$ cat src/design/monitor_cfg.svh
// Purpose: Offsets, field positions, reset values and timing counts.
// Assumes: 125 MHz block clock.
// Notes: Definitions only.
`ifndef MONITOR_CFG_SVH
`define MONITOR_CFG_SVH
// Clock and timing
`define CLK_MHZ 125
`define MS_CYC (1000 * `CLK_MHZ)
`define WDOG_MIN_MS 1000
`define WDOG_CYC (`WDOG_MIN_MS * `MS_CYC)
// Check interval per duty-cycle code, in milliseconds
`define CHK_MS_2 13
`define CHK_MS_3 130
`define CHK_MS_4 500
`define CHK_MS_5 130
`define CHK_MS_6 500
`define CHK_MS_7 2000
// Register offsets
`define ADDR_CFG_FIRST 8'h00
`define ADDR_DISCHARGE 8'h04
`define ADDR_LIMITS 8'h08
`define ADDR_COMMAND 8'h0C
`define ADDR_STATUS 8'h10
// Field positions
`define CF_GPIO_LSB 3
`define CF_WDOG_BIT 7
`define LIM_OV_LSB 8
`define CMD_START_BIT 0
// Reset values
`define DUTY_RST 3'h0
`define GPIO_RST 2'h3
`define DIS_RST 12'h000
`define LIM_RST 8'h00
`endif

$ cat src/design/monitor_pkg.sv
// Purpose: Types shared by the monitor control block.
// Assumes: Constants live in monitor_cfg.svh.
// Notes: Types only.
package monitor_pkg;
  typedef enum logic [1:0] {
    M_STANDBY,
    M_IDLE,
    M_CONVERT,
    M_CHECK
  } mode_t;

  // Software configuration, restored to defaults by the watchdog
  typedef struct packed {
    logic [2:0] duty;
    logic [1:0] gpio;
    logic [7:0] uv;
    logic [7:0] ov;
    logic [11:0] dis;
  } cfg_t;

  // Pins from outside the clock domain
  typedef struct packed {
    logic [3:0] strap;
    logic [1:0] gp;
    logic wd;
    logic csn;
    logic sck;
  } pins_t;

  // Whole state of the block
  typedef struct packed {
    pins_t sy1;
    pins_t sy2;
    logic sck_d;
    logic csn_d;
    logic [7:0] bits;
    mode_t state;
    cfg_t cfg;
    logic [3:0] addr;
    logic [31:0] wd_cnt;
    logic [31:0] chk_cnt;
    logic alert;
    logic fault;
    logic conv_start;
    logic conv_abort;
    logic check_req;
    logic measure_en;
    logic sdo_oe;
    logic [1:0] gp_oe;
    logic [31:0] rdata;
  } st_t;
endpackage

$ cat src/design/monitor_mode_watchdog_gpio.sv
// Purpose: Mode control, command watchdog, open-drain pins and strapping
//          of a multi-cell battery monitor.
// Assumes: Register port on clk_in; serial pins and straps are async.
// Notes: Frame decoding is elsewhere; only frame completion is seen here.
//
// Local design decisions: the address-and-strobe port and the address map.
`timescale 1ns/1ps
`include "monitor_cfg.svh"

// Function
// - Alert after watchdog interval without command
// - Alert restores configuration defaults
// - Alert pin is open-drain, pulls low
// - Pin bit zero drives pin low
// - Pin bit one releases pin
// - Pin bit reads actual pin level
// - Bus address from four straps
// - Power-up enters standby
// - Standby disables all but interface, pins and discharge
// - Duty field zero selects standby
// - Standby aborts running conversions
// - Duty one to seven means measure
// - Duty one waits for start command
// - Duty two to seven checks limits
// - Check interval set by duty field
// - Discharge outputs only as host writes
// - Serial data output is open-drain
// - Watchdog idle only at duty zero
// - Alert held until next valid command
// - External low is reported, not timeout
module monitor_mode_watchdog_gpio
  import monitor_pkg::*;
#(
  parameter int unsigned WDOG_CYC = `WDOG_CYC,
  parameter int unsigned MS_CYC = `MS_CYC
) (
  input wire logic clk_in, // Block clock, 125 MHz
  input wire logic rst_b_in, // Synchronous reset, low active
  input wire logic [7:0] addr_in, // Register address
  input wire logic [31:0] wdata_in, // Register write data
  input wire logic wr_in, // Write strobe
  input wire logic rd_in, // Read strobe
  output logic [31:0] rdata_out, // Read data, cycle after strobe
  input wire logic serial_clock_in, // Serial clock pin
  input wire logic chip_select_in_n, // Chip select pin, low active
  output logic serial_data_out, // Serial data drive level
  output logic serial_data_oe_out, // Serial data pull-down enable
  input wire logic watchdog_alert_n_in, // Alert line level
  output logic watchdog_alert_n_out, // Alert drive level
  output logic watchdog_alert_n_oe_out, // Alert pull-down enable
  input wire logic general_pin_one_in, // Pin one level
  output logic general_pin_one_out, // Pin one drive level
  output logic general_pin_one_oe_out, // Pin one pull-down enable
  input wire logic general_pin_two_in, // Pin two level
  output logic general_pin_two_out, // Pin two drive level
  output logic general_pin_two_oe_out, // Pin two pull-down enable
  input wire logic addr_strap_0, // Address strap bit 0
  input wire logic addr_strap_1, // Address strap bit 1
  input wire logic addr_strap_2, // Address strap bit 2
  input wire logic addr_strap_3, // Address strap bit 3
  output logic [3:0] bus_addr_out, // Strapped serial address
  input wire logic [11:0] cell_under_in, // Per-cell below-limit result
  input wire logic [11:0] cell_over_in, // Per-cell above-limit result
  input wire logic conv_done_in, // Conversion finished pulse
  output logic conv_start_out, // Start conversion pulse
  output logic conv_abort_out, // Abort conversion pulse
  output logic check_req_out, // Limit check pulse
  output logic measure_en_out, // Analog front end enable
  output logic [7:0] undervoltage_limit_out, // Lower cell limit
  output logic [7:0] overvoltage_limit_out, // Upper cell limit
  output logic [11:0] discharge_out // Cell discharge switches
);

  //--------------------------------------------------------------------
  // State
  //--------------------------------------------------------------------
  st_t st_reg;
  st_t st_next;
  pins_t pins_raw;

  // Power-up configuration, also the watchdog target
  localparam cfg_t CFG_RST = '{
    duty: `DUTY_RST,
    gpio: `GPIO_RST,
    uv: `LIM_RST,
    ov: `LIM_RST,
    dis: `DIS_RST
  };

  // Interval between limit checks for a duty code
  // Counters are 32 bits: the longest interval, 2 s at 125 MHz, needs
  // 250 million cycles and still fits. Codes 0 and 1 never use the
  // result; the default also serves code 7.
  function automatic logic [31:0] chk_cycles(input logic [2:0] duty);
    int unsigned ms;
    ms = 0;
    case (duty)
      3'h2: ms = `CHK_MS_2;
      3'h3: ms = `CHK_MS_3;
      3'h4: ms = `CHK_MS_4;
      3'h5: ms = `CHK_MS_5;
      3'h6: ms = `CHK_MS_6;
      default: ms = `CHK_MS_7;
    endcase
    return 32'(ms * MS_CYC);
  endfunction

  // Gather the asynchronous pins for the synchroniser
  assign pins_raw = '{
    strap: {addr_strap_3, addr_strap_2, addr_strap_1, addr_strap_0},
    gp: {general_pin_two_in, general_pin_one_in},
    wd: watchdog_alert_n_in,
    csn: chip_select_in_n,
    sck: serial_clock_in
  };

  //--------------------------------------------------------------------
  // Next-state logic
  //--------------------------------------------------------------------
  // All pin decisions use the second synchroniser stage or later
  always_comb begin
    logic frame_end;
    logic frame_ok;
    logic wr_hit;
    logic start_cmd;
    logic valid_cmd;
    logic sck_rise;
    logic watch_on;
    frame_end = 1'b0;
    frame_ok = 1'b0;
    wr_hit = 1'b0;
    start_cmd = 1'b0;
    valid_cmd = 1'b0;
    sck_rise = 1'b0;
    watch_on = 1'b0;
    st_next = st_reg;

    // Two-stage synchroniser, then edge history
    // Only the second stage feeds logic; the first may be metastable
    st_next.sy1 = pins_raw;
    st_next.sy2 = st_reg.sy1;
    st_next.sck_d = st_reg.sy2.sck;
    st_next.csn_d = st_reg.sy2.csn;
    st_next.conv_start = 1'b0;
    st_next.conv_abort = 1'b0;
    st_next.check_req = 1'b0;
    st_next.rdata = 32'h0000_0000;

    // Count clock edges inside a frame; low select opens it
    sck_rise = st_reg.sy2.sck && !st_reg.sck_d;
    if (!st_reg.sy2.csn && st_reg.csn_d) begin
      st_next.bits = 8'h00;
    end else if (!st_reg.sy2.csn && sck_rise) begin
      st_next.bits = st_reg.bits + 8'h01;
    end
    // Limitation: only the bit count of a frame is judged here; whether
    // its contents are a valid command is left to the frame decoder.
    // A frame of whole bytes counts as a valid command
    frame_end = st_reg.sy2.csn && !st_reg.csn_d;
    if (frame_end) begin
      frame_ok = (st_reg.bits != 8'h00) && (st_reg.bits[2:0] == 3'h0);
      st_next.bits = 8'h00;
    end

    // Register writes; unmapped offsets are ignored
    if (wr_in) begin
      if (addr_in == `ADDR_CFG_FIRST) begin
        wr_hit = 1'b1;
        st_next.cfg.duty = wdata_in[2:0];
        st_next.cfg.gpio = wdata_in[`CF_GPIO_LSB +: 2];
      end else if (addr_in == `ADDR_DISCHARGE) begin
        wr_hit = 1'b1;
        st_next.cfg.dis = wdata_in[11:0];
      end else if (addr_in == `ADDR_LIMITS) begin
        wr_hit = 1'b1;
        st_next.cfg.uv = wdata_in[7:0];
        st_next.cfg.ov = wdata_in[`LIM_OV_LSB +: 8];
      end else if (addr_in == `ADDR_COMMAND) begin
        wr_hit = 1'b1;
        start_cmd = wdata_in[`CMD_START_BIT];
      end else if (addr_in == `ADDR_STATUS) begin
        wr_hit = 1'b1;
      end
    end
    valid_cmd = wr_hit || frame_ok;

    // Watchdog: idle at duty zero, restarted by each command
    // The timeout sits at the short end of the allowed window, so a host
    // that speaks less than once a period always sees the alert. A write
    // in the same cycle as the timeout wins: the host was in time.
    watch_on = st_reg.cfg.duty != 3'h0;
    if (valid_cmd) begin
      st_next.wd_cnt = 32'h0000_0000;
      st_next.alert = 1'b0;
    end else if (!watch_on) begin
      st_next.wd_cnt = 32'h0000_0000;
    end else if (st_reg.wd_cnt >= WDOG_CYC - 1) begin
      // Timeout drops to standby and turns discharge off
      st_next.alert = 1'b1;
      st_next.cfg = CFG_RST;
      st_next.wd_cnt = 32'h0000_0000;
    end else begin
      st_next.wd_cnt = st_reg.wd_cnt + 32'h0000_0001;
    end

    // Operating mode sequence
    case (st_reg.state)
      M_STANDBY: begin
        if (st_next.cfg.duty != 3'h0) begin
          st_next.state = M_IDLE;
        end
      end
      M_IDLE: begin
        if (start_cmd) begin
          // Start accepted in any measure mode
          st_next.conv_start = 1'b1;
          st_next.state = M_CONVERT;
        end else if (st_reg.cfg.duty >= 3'h2) begin
          // Periodic checks only from code two upward
          if (st_reg.chk_cnt >= chk_cycles(st_reg.cfg.duty) - 1) begin
            st_next.chk_cnt = 32'h0000_0000;
            st_next.check_req = 1'b1;
            st_next.state = M_CHECK;
          end else begin
            st_next.chk_cnt = st_reg.chk_cnt + 32'h0000_0001;
          end
        end else begin
          st_next.chk_cnt = 32'h0000_0000;
        end
      end
      M_CONVERT: begin
        // Conversions refresh the limit flags as well
        if (conv_done_in) begin
          st_next.fault = |(cell_under_in | cell_over_in);
          st_next.state = M_IDLE;
        end
      end
      M_CHECK: begin
        // Comparator results stand with the request pulse
        // This cycle opens the next interval, which keeps the period at
        // exactly the programmed count
        st_next.chk_cnt = 32'h0000_0001;
        st_next.fault = |(cell_under_in | cell_over_in);
        st_next.state = M_IDLE;
      end
      default: begin
        st_next.state = M_STANDBY;
      end
    endcase

    // Duty zero wins over everything: standby, abort a conversion
    // Fault is cleared so that a later measure mode starts clean; the
    // limit result then waits for the next check.
    if (st_next.cfg.duty == 3'h0) begin
      if (st_reg.state == M_CONVERT) begin
        st_next.conv_abort = 1'b1;
      end
      st_next.conv_start = 1'b0;
      st_next.check_req = 1'b0;
      st_next.chk_cnt = 32'h0000_0000;
      st_next.fault = 1'b0;
      st_next.state = M_STANDBY;
    end
    st_next.measure_en = st_next.state != M_STANDBY;

    // Data pin pulls low in a frame while busy, or out of limits at duty two or above
    // Outside a frame the pin is released by the third clock edge after select rises,
    // so other parties on the wired line are not held low past that by this block.
    st_next.sdo_oe = !st_reg.sy2.csn &&
      ((st_reg.state == M_CONVERT) ||
       (st_reg.cfg.duty >= 3'h2 && st_reg.fault));

    // General pins: a zero bit enables the pull-down
    st_next.gp_oe = ~st_next.cfg.gpio;

    // Register reads; pins and alert line read as they stand
    // Pin bits read the synchronised level, so a new drive setting shows
    // up a few cycles later, never at once.
    if (rd_in) begin
      if (addr_in == `ADDR_CFG_FIRST) begin
        st_next.rdata[2:0] = st_reg.cfg.duty;
        st_next.rdata[`CF_GPIO_LSB +: 2] = st_reg.sy2.gp;
        st_next.rdata[`CF_WDOG_BIT] = st_reg.sy2.wd;
      end else if (addr_in == `ADDR_DISCHARGE) begin
        st_next.rdata[11:0] = st_reg.cfg.dis;
      end else if (addr_in == `ADDR_LIMITS) begin
        st_next.rdata[7:0] = st_reg.cfg.uv;
        st_next.rdata[`LIM_OV_LSB +: 8] = st_reg.cfg.ov;
      end else if (addr_in == `ADDR_STATUS) begin
        st_next.rdata[0] = st_reg.measure_en;
        st_next.rdata[1] = st_reg.state == M_CONVERT;
        st_next.rdata[2] = !st_reg.fault;
        st_next.rdata[3] = st_reg.alert;
        st_next.rdata[7:4] = st_reg.addr;
      end
    end
  end

  //--------------------------------------------------------------------
  // State register
  //--------------------------------------------------------------------
  // Straps are caught from the synchronised pins while reset is held,
  // so the address is stable from the first edge after release.
  // Edge history resets to high levels: no false edge follows.
  always_ff @(posedge clk_in) begin
    if (!rst_b_in) begin
      st_reg <= '0;
      st_reg.sy1 <= pins_raw;
      st_reg.sy2 <= st_reg.sy1;
      st_reg.sck_d <= 1'b1;
      st_reg.csn_d <= 1'b1;
      st_reg.state <= M_STANDBY;
      st_reg.cfg <= CFG_RST;
      st_reg.gp_oe <= ~`GPIO_RST;
      st_reg.addr <= st_reg.sy2.strap;
    end else begin
      st_reg <= st_next;
    end
  end

  //--------------------------------------------------------------------
  // Outputs
  //--------------------------------------------------------------------
  // Open-drain pins only ever drive low; the enable does the work
  // A constant low level means no pin can ever source current
  assign rdata_out = st_reg.rdata;
  assign serial_data_out = 1'b0;
  assign serial_data_oe_out = st_reg.sdo_oe;
  assign watchdog_alert_n_out = 1'b0;
  assign watchdog_alert_n_oe_out = st_reg.alert;
  assign general_pin_one_out = 1'b0;
  assign general_pin_one_oe_out = st_reg.gp_oe[0];
  assign general_pin_two_out = 1'b0;
  assign general_pin_two_oe_out = st_reg.gp_oe[1];
  assign bus_addr_out = st_reg.addr;
  assign conv_start_out = st_reg.conv_start;
  assign conv_abort_out = st_reg.conv_abort;
  assign check_req_out = st_reg.check_req;
  assign measure_en_out = st_reg.measure_en;
  assign undervoltage_limit_out = st_reg.cfg.uv;
  assign overvoltage_limit_out = st_reg.cfg.ov;
  assign discharge_out = st_reg.cfg.dis;

endmodule

$ cat config.mk
export PLATFORM = sky130hd
export DESIGN_NAME = monitor_mode_watchdog_gpio
export DESIGN_NICKNAME = d
export VERILOG_FILES = /design/src/design/monitor_pkg.sv /design/src/design/monitor_mode_watchdog_gpio.sv
export VERILOG_INCLUDE_DIRS = /design/src /design/src/design
export SDC_FILE = /design/constraint.sdc
export NUM_CORES = 1
export LEC_CHECK = 0
export ABC_AREA = 1
export BUFFER_PORTS_ARGS = -buffer_cell sky130_fd_sc_hd__buf_4
export CORE_MARGIN = 2
export CORE_UTILIZATION = 35
export DETAILED_ROUTE_END_ITERATION = 10
export PLACE_DENSITY = 0.62
export SYNTH_ARGS = -nofsm -noshare
export SYNTH_HDL_FRONTEND = slang
export SYNTH_SLANG_ARGS = --single-unit
$ cat constraint.sdc
create_clock -name clk_in -period 13.69 [get_ports clk_in]
set_input_delay 1.369 -clock clk_in [delete_from_list [all_inputs] [get_ports clk_in]]
set_output_delay 1.369 -clock clk_in [all_outputs]
set_load 0.05 [all_outputs]
# == Yosys cells after proc, flatten, opt, wreduce, memory -nomap -nowiden ==
# Cells that the tools add are included.
# word_totals
wordCells,150
ff_bits,172
input_bits,78
n_memories,0
ramBits,0
latch_bits,0
mem_bits_ro,0
out_inout_bits,76
# op_classes
div_mod_pow,0
reduce_logical,39
muxes,47
order_cmp,3
bitwise,8
addsub,4
multipliers,1
n_shift,0
n_eq_ne,14
# op_table
operator,count
32-bit 2-to-1 mux,6
33-bit 2-to-1 mux,4
"32-bit by 1-bit adder with 32-bit output, second input constant",2
32-bit case mux with 2 select lines,1
11-bit case mux with 3 select lines,1
"32-bit by 27-bit greater-or-equal comparator with 1-bit output, second input constant",1
32-bit greater-or-equal comparator,1
"32-bit by 14-bit multiplier with 29-bit output, second input constant",1
16-bit 2-to-1 mux,2
"32-bit by 1-bit subtractor with 32-bit output, second input constant",1
28-bit 2-to-1 mux,1
12-bit 2-to-1 mux,2
8-bit 2-to-1 mux,3
1-bit 2-to-1 mux,17
"8-bit by 4-bit == test with 1-bit output, second input constant",2
2-bit 2-to-1 mux,6
12-bit OR,1
12-bit OR reduction,1
5-bit 2-to-1 mux,2
2-bit AND reduction,5
5-bit OR reduction,2
"3-bit == test, second input constant",3
3-bit OR reduction,3
"8-bit by 1-bit adder with 8-bit output, second input constant",1
other kinds (22),47

# == Depth between registers and ports, before layout ==
# Gate-level depths: netlist (run 1).
# depth
word_depth,17
depth_mapped,32
depth_no_buf,30

# == Least setup slack after synthesis (run 1) ==
# No wires, ideal clock.
# synth_timing
path_kind,register -> register
startpoint,register st_reg[139] (netlist name)
endpoint,register st_reg[42] (netlist name)
setup_ns,0.070
arrival_time_ns,5.212
synth_period_minus_slack_ns,5.282
path_buffers,2
stages_incl_launch_ff,30
required_time_ns,13.620
slack_ns,8.408
path_cell_list,dfxtp_1 > buf_6 > inv_1 > nand2_1 > nor2_4 > inv_1 > ha_1 > ha_1 > inv_1 > fa_1 > inv_1 > ha_1 > a21o_1 > ha_1 > ha_1 > ha_1 > nand2_1 > nor2_1 > a21oi_2 > or2_1 > nand3b_1 > nand2_1 > ha_1 > a21oi_1 > o21ai_0 > a21oi_1 > o21a_1 > clkbuf_1 > nand4_1 > a21oi_1
# synth_between
elab_chain_len,13
word_cells_on_any_way,27
classes_between,add/sub (1); mul (1); order compare (2); eq/ne (5); mux (13); reduce/logical (5)
# synth_lines
element,line_no,text
start: declaration,monitor_mode_watchdog_gpio.sv:77,st_t st_reg;
start signal: assignment,monitor_mode_watchdog_gpio.sv:317,st_reg <= st_next;
3-bit == test or 3-bit by 2-bit == test with 1-bit output (tied branches),monitor_mode_watchdog_gpio.sv:97,case (duty)
2-bit OR reduction (no line),n/a,
11-bit case mux with 3 select lines,monitor_mode_watchdog_gpio.sv:97,
32-bit 2-to-1 mux,monitor_mode_watchdog_gpio.sv:218,end else if (st_reg.cfg.duty >= 3'h2) begin
32-bit 2-to-1 mux,monitor_mode_watchdog_gpio.sv:214,if (start_cmd) begin
32-bit 2-to-1 mux,monitor_mode_watchdog_gpio.sv:207,case (st_reg.state)
32-bit by 14-bit multiplier with 29-bit output,monitor_mode_watchdog_gpio.sv:105,return 32'(ms * MS_CYC);
32-bit by 1-bit subtractor with 32-bit output,monitor_mode_watchdog_gpio.sv:220,if (st_reg.chk_cnt >= chk_cycles(st_reg.cfg.duty) - 1) begin
32-bit greater-or-equal comparator,monitor_mode_watchdog_gpio.sv:220,
32-bit 2-to-1 mux,monitor_mode_watchdog_gpio.sv:220,
32-bit 2-to-1 mux,monitor_mode_watchdog_gpio.sv:218,
32-bit 2-to-1 mux,monitor_mode_watchdog_gpio.sv:214,
32-bit case mux with 2 select lines,monitor_mode_watchdog_gpio.sv:207,
# Several ways; a longest one is shown, not always the timed one. The select of a mux whose other input is x is not followed.
# A chain may end at the register's enable or synchronous reset.

# == Worst setup path in the final report (run 1) ==
# layout_timing
startpoint,register st_reg[139] (netlist name)
endpoint,"register st_reg, in the netlist check_req_out"
# layout_between
elab_chain_len,10
word_cells_on_any_way,25
classes_between,add/sub (1); mul (1); order compare (2); eq/ne (5); mux (10); bitwise (1); reduce/logical (5)
# layout_lines
element,line_no
3-bit == test or 3-bit by 2-bit == test with 1-bit output (tied branches),monitor_mode_watchdog_gpio.sv:97
2-bit OR reduction (no line),n/a
11-bit case mux with 3 select lines,monitor_mode_watchdog_gpio.sv:97
32-bit 2-to-1 mux,monitor_mode_watchdog_gpio.sv:218
32-bit 2-to-1 mux,monitor_mode_watchdog_gpio.sv:214
32-bit 2-to-1 mux,monitor_mode_watchdog_gpio.sv:207
32-bit by 14-bit multiplier with 29-bit output,monitor_mode_watchdog_gpio.sv:105
32-bit by 1-bit subtractor with 32-bit output,monitor_mode_watchdog_gpio.sv:220
32-bit greater-or-equal comparator,monitor_mode_watchdog_gpio.sv:220
1-bit 2-to-1 mux,monitor_mode_watchdog_gpio.sv:220
# Several ways; a longest one is shown, not always the timed one. The select of a mux whose other input is x is not followed.

==> out/results.ini, run 1 <==
[cells_and_area]
final_common_cell=nand2_1
diodes=0
seq_area_sq_um=3160
final_util_pct=40.9
mostFrequentLayoutCells=191 x nand2_1, 170 x inv_1, 152 x dfxtp_1
largest_reg_flops=89
nets=1468
multi_input_area_sq_um=5000
fillers=2664
drive_gt1_share_pct=15.9
syn_to_final_growth_pct=14.0

[power_and_ir_drop]
p_sw_w=0.000256
p_per_area_nw_per_um2=91.3
leakage_nw=4.70
peakVddDrop_mv=0.0754
combPwrFrac_pct=5.3
clkPwrFrac_pct=47.4
p_seq_share_pct=47.3
internal-power_w=0.000722
switching_share_pct=26.2

[synthesis]
ys.flop_type=dfxtp_1
synth_cell_types=60
async_reset_ff_share_pct=0
yosysWarnings=0
ys_ff_latch=156
syn_avg_cell_area_sq_um=7.56
synth-edff-count=4
synth_area_sq_um=9400
synth_cells=1243
ys_seq_area_share_pct=33.7

[worst_hold_path]
hold_path_depth=0
hp-class=flop to flop
min_to=st_reg[160]$_DFF_P_
hp-start=st_next[160]$_DFF_P_

[die]
core_sq_um=26200
rows=59
die_w_microns=168
start_util_pct=35.9
die_h_microns=168
io_pins=154
die_area_sq_um=28200

[critical_path]
worst_ep_required_time_ps=13990
worst_r2r_startpoint=st_reg[139]$_SDFF_PN0_
cp-end-kind=flop
slowest_delay_ps=650
crit_buf_inv=4
crit_slowest_cell=o21a_1
crit_family=adder cells
cpMostUsedCell=ha_1
arrival_ps=7110
r2r_slack_ps=6890
start_kind=flop
worstRegToRegCells=28
path_class=flop to flop
r2r_end=check_req_out$_SDFF_PP0_
crit_path_max_fanout=21

[clocking]
h-tree-depth=4
cts_resized=0
cts_tree=done
cts_sinks=156
hold_buffers=0
clk_pin_slew_ps=80
clk_latency_ps=430
cts_made_buffers=17
clk_path_buf_depth=2
clk_root_buffer_cell=clkbuf_16
post_cts_buffers=0

[detailed_routing]
firstDrtPassIters=5
wl_met1_microns=10800
drtIter0Drc=545
drtAntennaViolNets=0
num_vias=7968
viasPerCell=4.81
finalWirelength_microns=22300
met2RoutedLength_microns=10300
wl_met3_microns=1140
route.detailed.drc=0
wl_per_cell_microns=13.5
top_layer_used=met4

[grt]
grt_pass1_wl_microns=37300
antenna_found_initial=0
grt_overflow=0
grt_use_total_pct=16.1
grt_max_degree=37
first_global_vias=7525

[placed_design]
dp_hpwl_microns=17000
place_congestion=0.845
port_buffers=117

[timing]
hold_viol=0
finalSetupViolCount=0
min_period_over_period_pct=49.7
max_slew_margin_pct=21.3
worstMarginPinSlew_ps=1180
report.final.slew_viol_count=0
skew_ps=12.7
setup-tns-final_ps=0
max_freq_mhz=147
min_period_ps=6800
rsz0062_at_grt=no

[outcome]
status=finished, final reports clean

[flow_run]
cap_violations=0

==> synth_stat cells (7+ instances only) <==
library cell  count  area [sq um]
nand2_1         191           717
inv_1           170           638
dfxtp_1         152          3040
nor2_1          133           499
a21oi_1          91           455
ha_1             75           938
buf_4            69           518
nand3_1          53           265
nand4_1          42           263
nor3_1           39           195
o21ai_0          28           140
xor2_1           27           236
a211oi_1         14           105
buf_2            13          65.1
nor4_1           12          75.1
clkbuf_1         10          37.5
nor2_4            8          90.1
nand2_2           7          43.8
nor2_2            7          43.8
xnor2_1           7          61.3
==> routing by layer <==
metal | GRT usage (%) | vias up
li1 | - | 4128
met1 | 21.7 | 3639
met2 | 27.0 | 194
met3 | 3.53 | 7
met4 | 2.91 | 0
met5 | 0 | -
==> metrics by stage <==
| step | instances | setup slack, ps | power [W] | area, sq um | hold WS, ps |
|---|---|---|---|---|---|
| after floorplan | 1269 | 8410 | 0.000509 | 9490 | 310 |
| after global placement | 1626 | 6930 | 0.000524 | 10100 | 312 |
| after detailed placement | 1626 | 6880 | 0.000525 | 10100 | 312 |
| after CTS | 1658 | 6870 | 0.000989 | 10700 | 328 |
| after global routing | 1658 | 6390 | 0.00102 | 10700 | 338 |
| final | 1658 | 6890 | 0.000978 | 10700 | 327 |
==> cell families after synthesis <==
kind of cell | count (synthesis) | synth area share (%)
xor+xnor | 34 | 3.17
mux | 2 | 0.226
fa+ha+maj | 80 | 11.1
flops | 156 | 33.7
buf+inv | 273 | 14.2
simple gates | 530 | 27.5
other cells | 1 | 0.0399
compound gates | 167 | 10.2
==> worst register-to-register path, delay by kind of cell (launching register included) <==
family	cells	cell delay, ps
and+or+nand+nor	10	1940
DFF	1	430
buffers and inverters	4	380
AOI/OAI and AO/OA	6	1280
adders and majority gates	8	2690
==> area by class of cell <==
| class | instances | area share, % |
|---|---|---|
| Multi-Input combinational cell | 840 | 46.7 |
| Sequential cell | 156 | 29.5 |
| Timing Repair Buffer | 118 | 8.27 |
| Inverter | 177 | 6.20 |
| Clock buffer | 17 | 3.97 |
| Tap cell | 335 | 3.91 |
| Clock inverter | 15 | 1.41 |
==> worst max-delay path by stage <==
stage	startpoint	to	slack [ps]	cells past startpoint
after global routing	st_reg[139]$_SDFF_PN0_	st_reg[50]$_SDFFE_PP0P_	6390	29
final	st_reg[139]$_SDFF_PN0_	check_req_out$_SDFF_PP0_	6890	28
after floorplan	st_reg[139]$_SDFF_PN0_	st_reg[42]$_SDFFE_PP0P_	8410	29
after detailed placement	st_reg[139]$_SDFF_PN0_	check_req_out$_SDFF_PP0_	6880	28
after CTS	st_reg[139]$_SDFF_PN0_	check_req_out$_SDFF_PP0_	6870	28
after global placement	st_reg[139]$_SDFF_PN0_	check_req_out$_SDFF_PP0_	6930	28
==> power groups by stage <==
| stage | registers (W) | logic [W] | clock network, W |
|---|---|---|---|
| final | 0.000462 | 0.0000517 | 0.000464 |
| after CTS | 0.000462 | 0.0000518 | 0.000475 |
| after detailed placement | 0.000473 | 0.0000516 | 0 |
| after global placement | 0.000473 | 0.0000512 | 0 |
| after global routing | 0.000463 | 0.0000561 | 0.000498 |
| after floorplan | 0.000472 | 0.0000370 | 0 |
Power figures use the tool's default switching activity.
==> inputs of run 2 (changes only) <==
--- a/config.mk
+++ b/config.mk
@@ -6,7 +6,7 @@
 export SDC_FILE = /design/constraint.sdc
 export NUM_CORES = 1
 export LEC_CHECK = 0
-export ABC_AREA = 1
+export ABC_AREA = 0
 export BUFFER_PORTS_ARGS = -buffer_cell sky130_fd_sc_hd__buf_4
 export CORE_MARGIN = 2
 export CORE_UTILIZATION = 35
==> constraint.sdc (replaced) <==
create_clock -name clk_in -period 6.79 [get_ports clk_in]
set_input_delay 0.679 -clock clk_in [delete_from_list [all_inputs] [get_ports clk_in]]
set_output_delay 0.679 -clock clk_in [all_outputs]
set_load 0.05 [all_outputs]
==> run 2 against run 1 <==
  * Combinational power rose by 100%
  * Largest cell class unchanged
  * Clock-buffer cell count rose by 2
  * Critical path type unchanged
  * Die area fell by 5.3%
  * Power rose by 100%
  * Via count fell by 7.0%
  * Largest power group unchanged
  * Fmax rose by 7.8%
  * Worst setup slack got worse by 6400 ps
  * Clock power rose by 100%
  * Non-clock buffer count rose by 15
  * Register-to-register slack got worse by 6400 ps
==> out/results.ini, run 2 <==
[synthesis]
ys_seq_area_share_pct=35.6  ; was 33.7%
netlist_top_cells_count=152 x dfxtp_1, 122 x nand2_1, 92 x nor2_1  ; was 191 x nand2_1, 170 x inv_1, 152 x dfxtp_1
synth.top_cell.area_share_pct=34.2  ; was 32.4%
syn_avg_cell_area_sq_um=8.41  ; was 7.56 sq um
synth_cells=1057  ; was 1243
ys.flop_type=dfxtp_1  ; unchanged
yosysWarnings=0  ; unchanged
synth_cell_types=72  ; was 60
synth_area_sq_um=8890  ; was 9400 sq um
async_reset_ff_share_pct=0  ; unchanged
synth-edff-count=4  ; unchanged
yosysMostFrequentCell=dfxtp_1  ; was nand2_1
synth.top_cells.by_area=dfxtp_1 34%, ha_1 11%, buf_4 5.8%, nand2_1 5.2%, nor2_1 3.9%  ; was dfxtp_1 32%, ha_1 10%, nand2_1 7.6%, inv_1 6.8%, buf_4 5.5%
ys_ff_latch=156  ; unchanged
yosysTopAreaCell=dfxtp_1  ; unchanged

[timing]
hold_viol=0  ; unchanged
min_period_ps=6310  ; was 6800 ps
setup-tns-final_ps=0  ; unchanged
max_slew_margin_pct=25.4  ; was 21.3%
worstMarginPinSlew_ps=1110  ; was 1180 ps
max_freq_mhz=158  ; was 147 MHz
min_period_over_period_pct=93.0  ; was 49.7%
rsz0062_at_grt=no  ; unchanged
skew_ps=12.2  ; was 12.7 ps
finalSetupViolCount=0  ; unchanged
report.final.slew_viol_count=0  ; unchanged

[detailed_routing]
drtIter0Drc=412  ; was 545
top_layer_used=met4  ; unchanged
route.detailed.drc=0  ; unchanged
wl_per_cell_microns=15.3  ; was 13.5 microns
num_vias=7414  ; was 7968
finalWirelength_microns=22600  ; was 22300 microns
firstDrtPassIters=5  ; unchanged
viasPerCell=5.04  ; was 4.81
wl_met1_microns=10800  ; about the same
drtAntennaViolNets=0  ; unchanged
wl_met3_microns=989  ; was 1140 microns
met2RoutedLength_microns=10400  ; was 10300 microns

[cells_and_area]
nets=1287  ; was 1468
final_common_cell=dfxtp_1  ; was nand2_1
largest_reg_flops=89  ; unchanged
diodes=0  ; unchanged
drive_gt1_share_pct=16.3  ; was 15.9%
fillers=2509  ; was 2664
mostFrequentLayoutCells=152 x dfxtp_1, 133 x buf_4, 122 x nand2_1  ; was 191 x nand2_1, 170 x inv_1, 152 x dfxtp_1
syn_to_final_growth_pct=16.0  ; was 14.0%

[critical_path]
slowest_delay_ps=500  ; was 650 ps
path_class=flop to flop  ; unchanged
start_kind=flop  ; unchanged
worst_r2r_startpoint=st_reg[141]$_SDFF_PN0_  ; was st_reg[139]$_SDFF_PN0_
crit_path_max_fanout=12  ; was 21
path_depth=27  ; was 28
arrival_ps=6670  ; was 7110 ps
cpMostUsedCell=ha_1  ; unchanged
startpoint=st_reg[141]$_SDFF_PN0_  ; was st_reg[139]$_SDFF_PN0_
cp-end-kind=flop  ; unchanged
crit_family=adder cells  ; unchanged
worstRegToRegCells=27  ; was 28
worst_ep_required_time_ps=7150  ; was 13990 ps
crit_slowest_cell=fa_1  ; was o21a_1
crit_buf_inv=3  ; was 4

[die]
die_w_microns=163  ; was 168 microns
start_util_pct=35.5  ; was 35.9%
io_pins=154  ; unchanged
core_sq_um=25000  ; was 26200 sq um
die_area_sq_um=26700  ; was 28200 sq um
die_h_microns=163  ; was 168 microns
rows=58  ; was 59

[worst_hold_path]
hp-start=st_next[155]$_DFF_P_  ; was st_next[160]$_DFF_P_
hp-class=flop to flop  ; unchanged
hold_path_depth=0  ; unchanged

[grt]
grt_use_total_pct=17.2  ; was 16.1%
grt_max_degree=35  ; was 37
grt_overflow=0  ; unchanged
antenna_found_initial=0  ; unchanged
grt_pass1_wl_microns=36300  ; was 37300 microns
first_global_vias=7180  ; was 7525

[clocking]
clk_pin_slew_ps=70  ; was 80 ps
clk_root_buffer_cell=clkbuf_16  ; unchanged
h-tree-depth=4  ; unchanged
cts_tree=done  ; unchanged
cts_made_buffers=17  ; unchanged
hold_buffers=0  ; unchanged
clk_path_buf_depth=2  ; unchanged
cts_sinks=156  ; unchanged
clk_latency_ps=430  ; about the same

[power_and_ir_drop]
peakVddDrop_mv=0.129  ; was 0.0754 mV
leakage_nw=4.31  ; was 4.70 nW
power_w=0.00198  ; was 0.000978 W
p_per_area_nw_per_um2=192  ; was 91.3 nW/um^2

[placed_design]
port_buffers=117  ; unchanged
place_congestion=0.857  ; was 0.845
dp_hpwl_microns=16800  ; was 17000 microns

[flow_run]
cap_violations=0  ; unchanged

[outcome]
status=finished, final reports clean  ; unchanged

[run 2: changes by cell type after synthesis, moves of 21 or more]
cell | previous run | this run
nand4_1 | 42 | 21
a21oi_1 | 91 | 56
nor2_1 | 133 | 92
nand2_1 | 191 | 122
and3_1 | 1 | 26
inv_1 | 170 | 50
[run 2: final cells by class]
type / count / area (sq um) / share of cell area [%]
Clock buffer: 19 / 464 / 4.50
Clock inverter: 13 / 126 / 1.23
Inverter: 52 / 200 / 1.94
Multi-Input combinational cell: 769 / 4950 / 48.0
Sequential cell: 156 / 3160 / 30.7
Tap cell: 330 / 413 / 4.00
Timing Repair Buffer: 133 / 998 / 9.68
[run 2: worst register-to-register path: stages, from the launching register on]
cell	delay (ps)
dfxtp_1	400
xor2_2	220
nand2_1	130
ha_1	370
ha_1	300
inv_1	50
fa_1	500
inv_1	40
ha_1	280
a21o_1	160
ha_1	270
ha_1	290
ha_1	320
nand3_1	100
o31ai_2	230
o21a_1	170
nor3_2	50
o21ai_0	210
xnor2_1	170
ha_1	280
nand4_1	150
nor2_1	90
a22o_1	240
o31ai_1	240
nand2_1	200
buf_4	240
or3_1	360
a31oi_1	160
[run 2: metrics by stage]
| step | std cells | util, % | setup WS, ps | hold slack (ps) | instance area (sq um) |
|---|---|---|---|---|---|
| detailed placement | 1440 | 38.8 | 334 | 312 | 9710 |
| CTS | 1472 | 41.1 | 310 | 328 | 10300 |
| finish | 1472 | 41.2 | 477 | 322 | 10300 |
| global placement | 1440 | 38.8 | 452 | 313 | 9710 |
| floorplan | 1083 | - | 622 | 310 | 8990 |
| global route | 1472 | 41.2 | 1.78 | 331 | 10300 |
[run 2: kinds of logic after synthesis]
| kind of cell | after synthesis | synth area share, % |
|---|---|---|
| muxes | 6 | 0.732 |
| AOI/OAI and AO/OA | 190 | 13.9 |
| adders and majority gates | 80 | 11.7 |
| DFF | 156 | 35.6 |
| and+or+nand+nor | 418 | 23.3 |
| xor gates and xnor gates | 48 | 4.73 |
| other | 1 | 0.0422 |
| buffers and inverters | 158 | 10.0 |
[run 2: worst paths after layout]
check / slack, ps / to
max: 480 / st_reg[45]$_SDFFE_PP0P_
min: 320 / st_next[152]$_DFF_P_
max reg2reg: 480 / st_reg[45]$_SDFFE_PP0P_
min reg2reg: 320 / st_next[152]$_DFF_P_
[run 2: power breakdown]
part	leakage (nW)	switching, W	internal, W
Clock	0.283	0.000430	0.000515
Sequential	1.27	0.00000368	0.000928
Combinational	2.76	0.0000658	0.0000380
Total	4.31	0.000500	0.00148
[run 2: layer usage]
layer / GRT usage, % / vias to the layer above
met1: 22.4 / 3465
met5: 0 / -
met2: 28.6 / 179
met4: 6.36 / 0
li1: - / 3739
met3: 3.02 / 31
[run 2: what timing repair did]
action	4_1_cts	5_1_grt
setup buffers	0	0
gates resized for setup	0	3
endpoints found under the setup margin	0	10
hold endpoints to repair	0	0
==> inputs of run 3 (changes only) <==
--- a/config.mk
+++ b/config.mk
@@ -8,6 +8,7 @@
 export LEC_CHECK = 0
 export ABC_AREA = 0
 export BUFFER_PORTS_ARGS = -buffer_cell sky130_fd_sc_hd__buf_4
+export CORE_ASPECT_RATIO = 2
 export CORE_MARGIN = 2
 export CORE_UTILIZATION = 35
 export DETAILED_ROUTE_END_ITERATION = 10
==> run 3 against run 2 <==
  * Register-to-register slack got worse by 130 ps
  * Cell area down 0.72%
  * Sequential power is essentially flat
  * Critical path type unchanged
  * Global-route usage is 0.81 points higher
  * Clock-buffer cell count grew 1
  * Flip-flop and latch count unchanged
  * Clock skew decreased by 0.77 ps
  * Hold slack got worse by 1.5 ps
  * Largest cell class unchanged
  * Non-clock buffer count fell by 3
  * Sequential share of layout area is 0.25 points higher
==> out/results.ini, run 3 (synthesized netlist as in run 2, its figures left out) <==
[critical_path]
worstRegToRegCells=26  ; was 27
startpoint=st_reg[140]$_SDFF_PN0_  ; was st_reg[141]$_SDFF_PN0_
path_class=flop to flop  ; unchanged
crit_path_max_fanout=10  ; was 12
arrival_ps=6800  ; was 6670 ps
crit_slowest_cell=or4_1  ; was fa_1
worst_r2r_startpoint=st_reg[140]$_SDFF_PN0_  ; was st_reg[141]$_SDFF_PN0_
cpMostUsedCell=ha_1  ; unchanged
start_kind=flop  ; unchanged
cp-end-kind=flop  ; unchanged
worst_ep_required_time_ps=7150  ; about the same
slowest_delay_ps=550  ; was 500 ps

[cells_and_area]
drive_gt1_share_pct=15.6  ; was 16.3%
final_util_pct=40.9  ; was 41.2%
seq_area_sq_um=3170  ; was 3160 sq um
multi_input_area_sq_um=4940  ; was 4950 sq um
nets=1284  ; was 1287
diodes=0  ; unchanged
syn_to_final_growth_pct=15.2  ; was 16.0%
fillers=2571  ; was 2509
mostFrequentLayoutCells=150 x dfxtp_1, 129 x buf_4, 122 x nand2_1  ; was 152 x dfxtp_1, 133 x buf_4, 122 x nand2_1
largest_reg_flops=89  ; unchanged
final_common_cell=dfxtp_1  ; unchanged

[clocking]
clk_pin_slew_ps=60  ; was 70 ps
clk_latency_ps=440  ; was 430 ps
h-tree-depth=4  ; unchanged
cts_tree=done  ; unchanged
cts_sinks=156  ; unchanged
post_cts_buffers=0  ; unchanged
cts_made_buffers=17  ; unchanged
hold_buffers=0  ; unchanged
clk_root_buffer_cell=clkbuf_16  ; unchanged
clk_path_buf_depth=2  ; unchanged
cts_resized=0  ; unchanged

[worst_hold_path]
hp-start=st_next[158]$_DFF_P_  ; was st_next[155]$_DFF_P_
hp-class=flop to flop  ; unchanged
hold_path_depth=0  ; unchanged

[timing]
setup-tns-final_ps=0  ; unchanged
finalSetupViolCount=0  ; unchanged
rsz0062_at_grt=no  ; unchanged
skew_ps=11.4  ; was 12.2 ps
min_period_over_period_pct=94.8  ; was 93.0%
report.final.slew_viol_count=0  ; unchanged
min_period_ps=6440  ; was 6310 ps
max_freq_mhz=155  ; was 158 MHz
worstMarginPinSlew_ps=1160  ; was 1110 ps
hold_viol=0  ; unchanged
max_slew_margin_pct=22.0  ; was 25.4%

[grt]
grt_use_total_pct=18.0  ; was 17.2%
first_global_vias=7590  ; was 7180
antenna_found_initial=0  ; unchanged
grt_pass1_wl_microns=37500  ; was 36300 microns
grt_overflow=0  ; unchanged
grt_max_degree=35  ; unchanged

[die]
die_area_sq_um=26800  ; was 26700 sq um
io_pins=154  ; unchanged
rows=82  ; was 58
start_util_pct=35.5  ; about the same
die_h_microns=229  ; was 163 microns
die_w_microns=117  ; was 163 microns
core_sq_um=25000  ; about the same

[detailed_routing]
drtIter0Drc=453  ; was 412
wl_per_cell_microns=15.8  ; was 15.3 microns
route.detailed.drc=0  ; unchanged
num_vias=7524  ; was 7414
drtAntennaViolNets=0  ; unchanged
firstDrtPassIters=7  ; was 5
finalWirelength_microns=23300  ; was 22600 microns
viasPerCell=5.10  ; was 5.04

[placed_design]
port_buffers=117  ; unchanged
place_congestion=0.900  ; was 0.857
dp_hpwl_microns=18300  ; was 16800 microns

[outcome]
status=finished, final reports clean  ; unchanged

[power_and_ir_drop]
peakVddDrop_mv=0.186  ; was 0.129 mV
leakage_nw=4.28  ; was 4.31 nW
p_per_area_nw_per_um2=186  ; was 192 nW/um^2

[flow_run]
cap_violations=0  ; unchanged

-- run 3: report_power, final --
part	switching (W)	total, W	internal, W
clock	0.000400	0.000871	0.000471
sequential	0.00000369	0.000932	0.000929
combinational	0.0000644	0.000102	0.0000379
-- run 3: through the flow --
step / total power [W] / instances / hold WS, ps / setup slack, ps / cell area (sq um)
floorplan: 0.00102 / 1083 / 310 / 622 / 8990
global placement: 0.00105 / 1443 / 311 / 355 / 9700
detailed placement: 0.00106 / 1443 / 312 / 247 / 9700
CTS: 0.00193 / 1475 / 321 / 206 / 10200
global route: 0.00197 / 1475 / 322 / 17.4 / 10200
finish: 0.00191 / 1475 / 321 / 352 / 10200
-- run 3: worst paths after layout --
kind	end	slack (ps)
setup / recovery	st_reg[50]$_SDFFE_PP0P_	350
hold / removal	st_reg[158]$_DFF_P_	320
setup reg to reg	st_reg[50]$_SDFFE_PP0P_	350
hold reg to reg	st_reg[158]$_DFF_P_	320
-- run 3: layer usage --
layer,wire length (microns),vias to the layer above,track usage [%],share of wire [%]
met4,1530,0,12.2,6.5
met3,977,76,3.63,4.2
met1,8030,3506,16.6,34
li1,-,3740,-,-
met2,12800,202,34.0,55
met5,0,-,0,0
-- run 3: layout make-up --
class | instances | share of cell area [%]
timing repair buffer | 130 | 9.65
sequential | 156 | 30.9
clock buffer | 20 | 4.26
tap | 336 | 4.11
multi-input combinational | 769 | 48.2
inverter | 52 | 1.95
clock inverter | 12 | 0.904
-- run 3: worst max-delay path, delay by kind of cell (launching register included) --
family	cells	cell delay, ps
adder cells (fa/ha/maj)	8	2650
AND/OR/NAND/NOR	7	1660
AO/OA/AOI/OAI	7	1140
flip-flops	1	430
XOR/XNOR	2	380
buffers and inverters	2	100
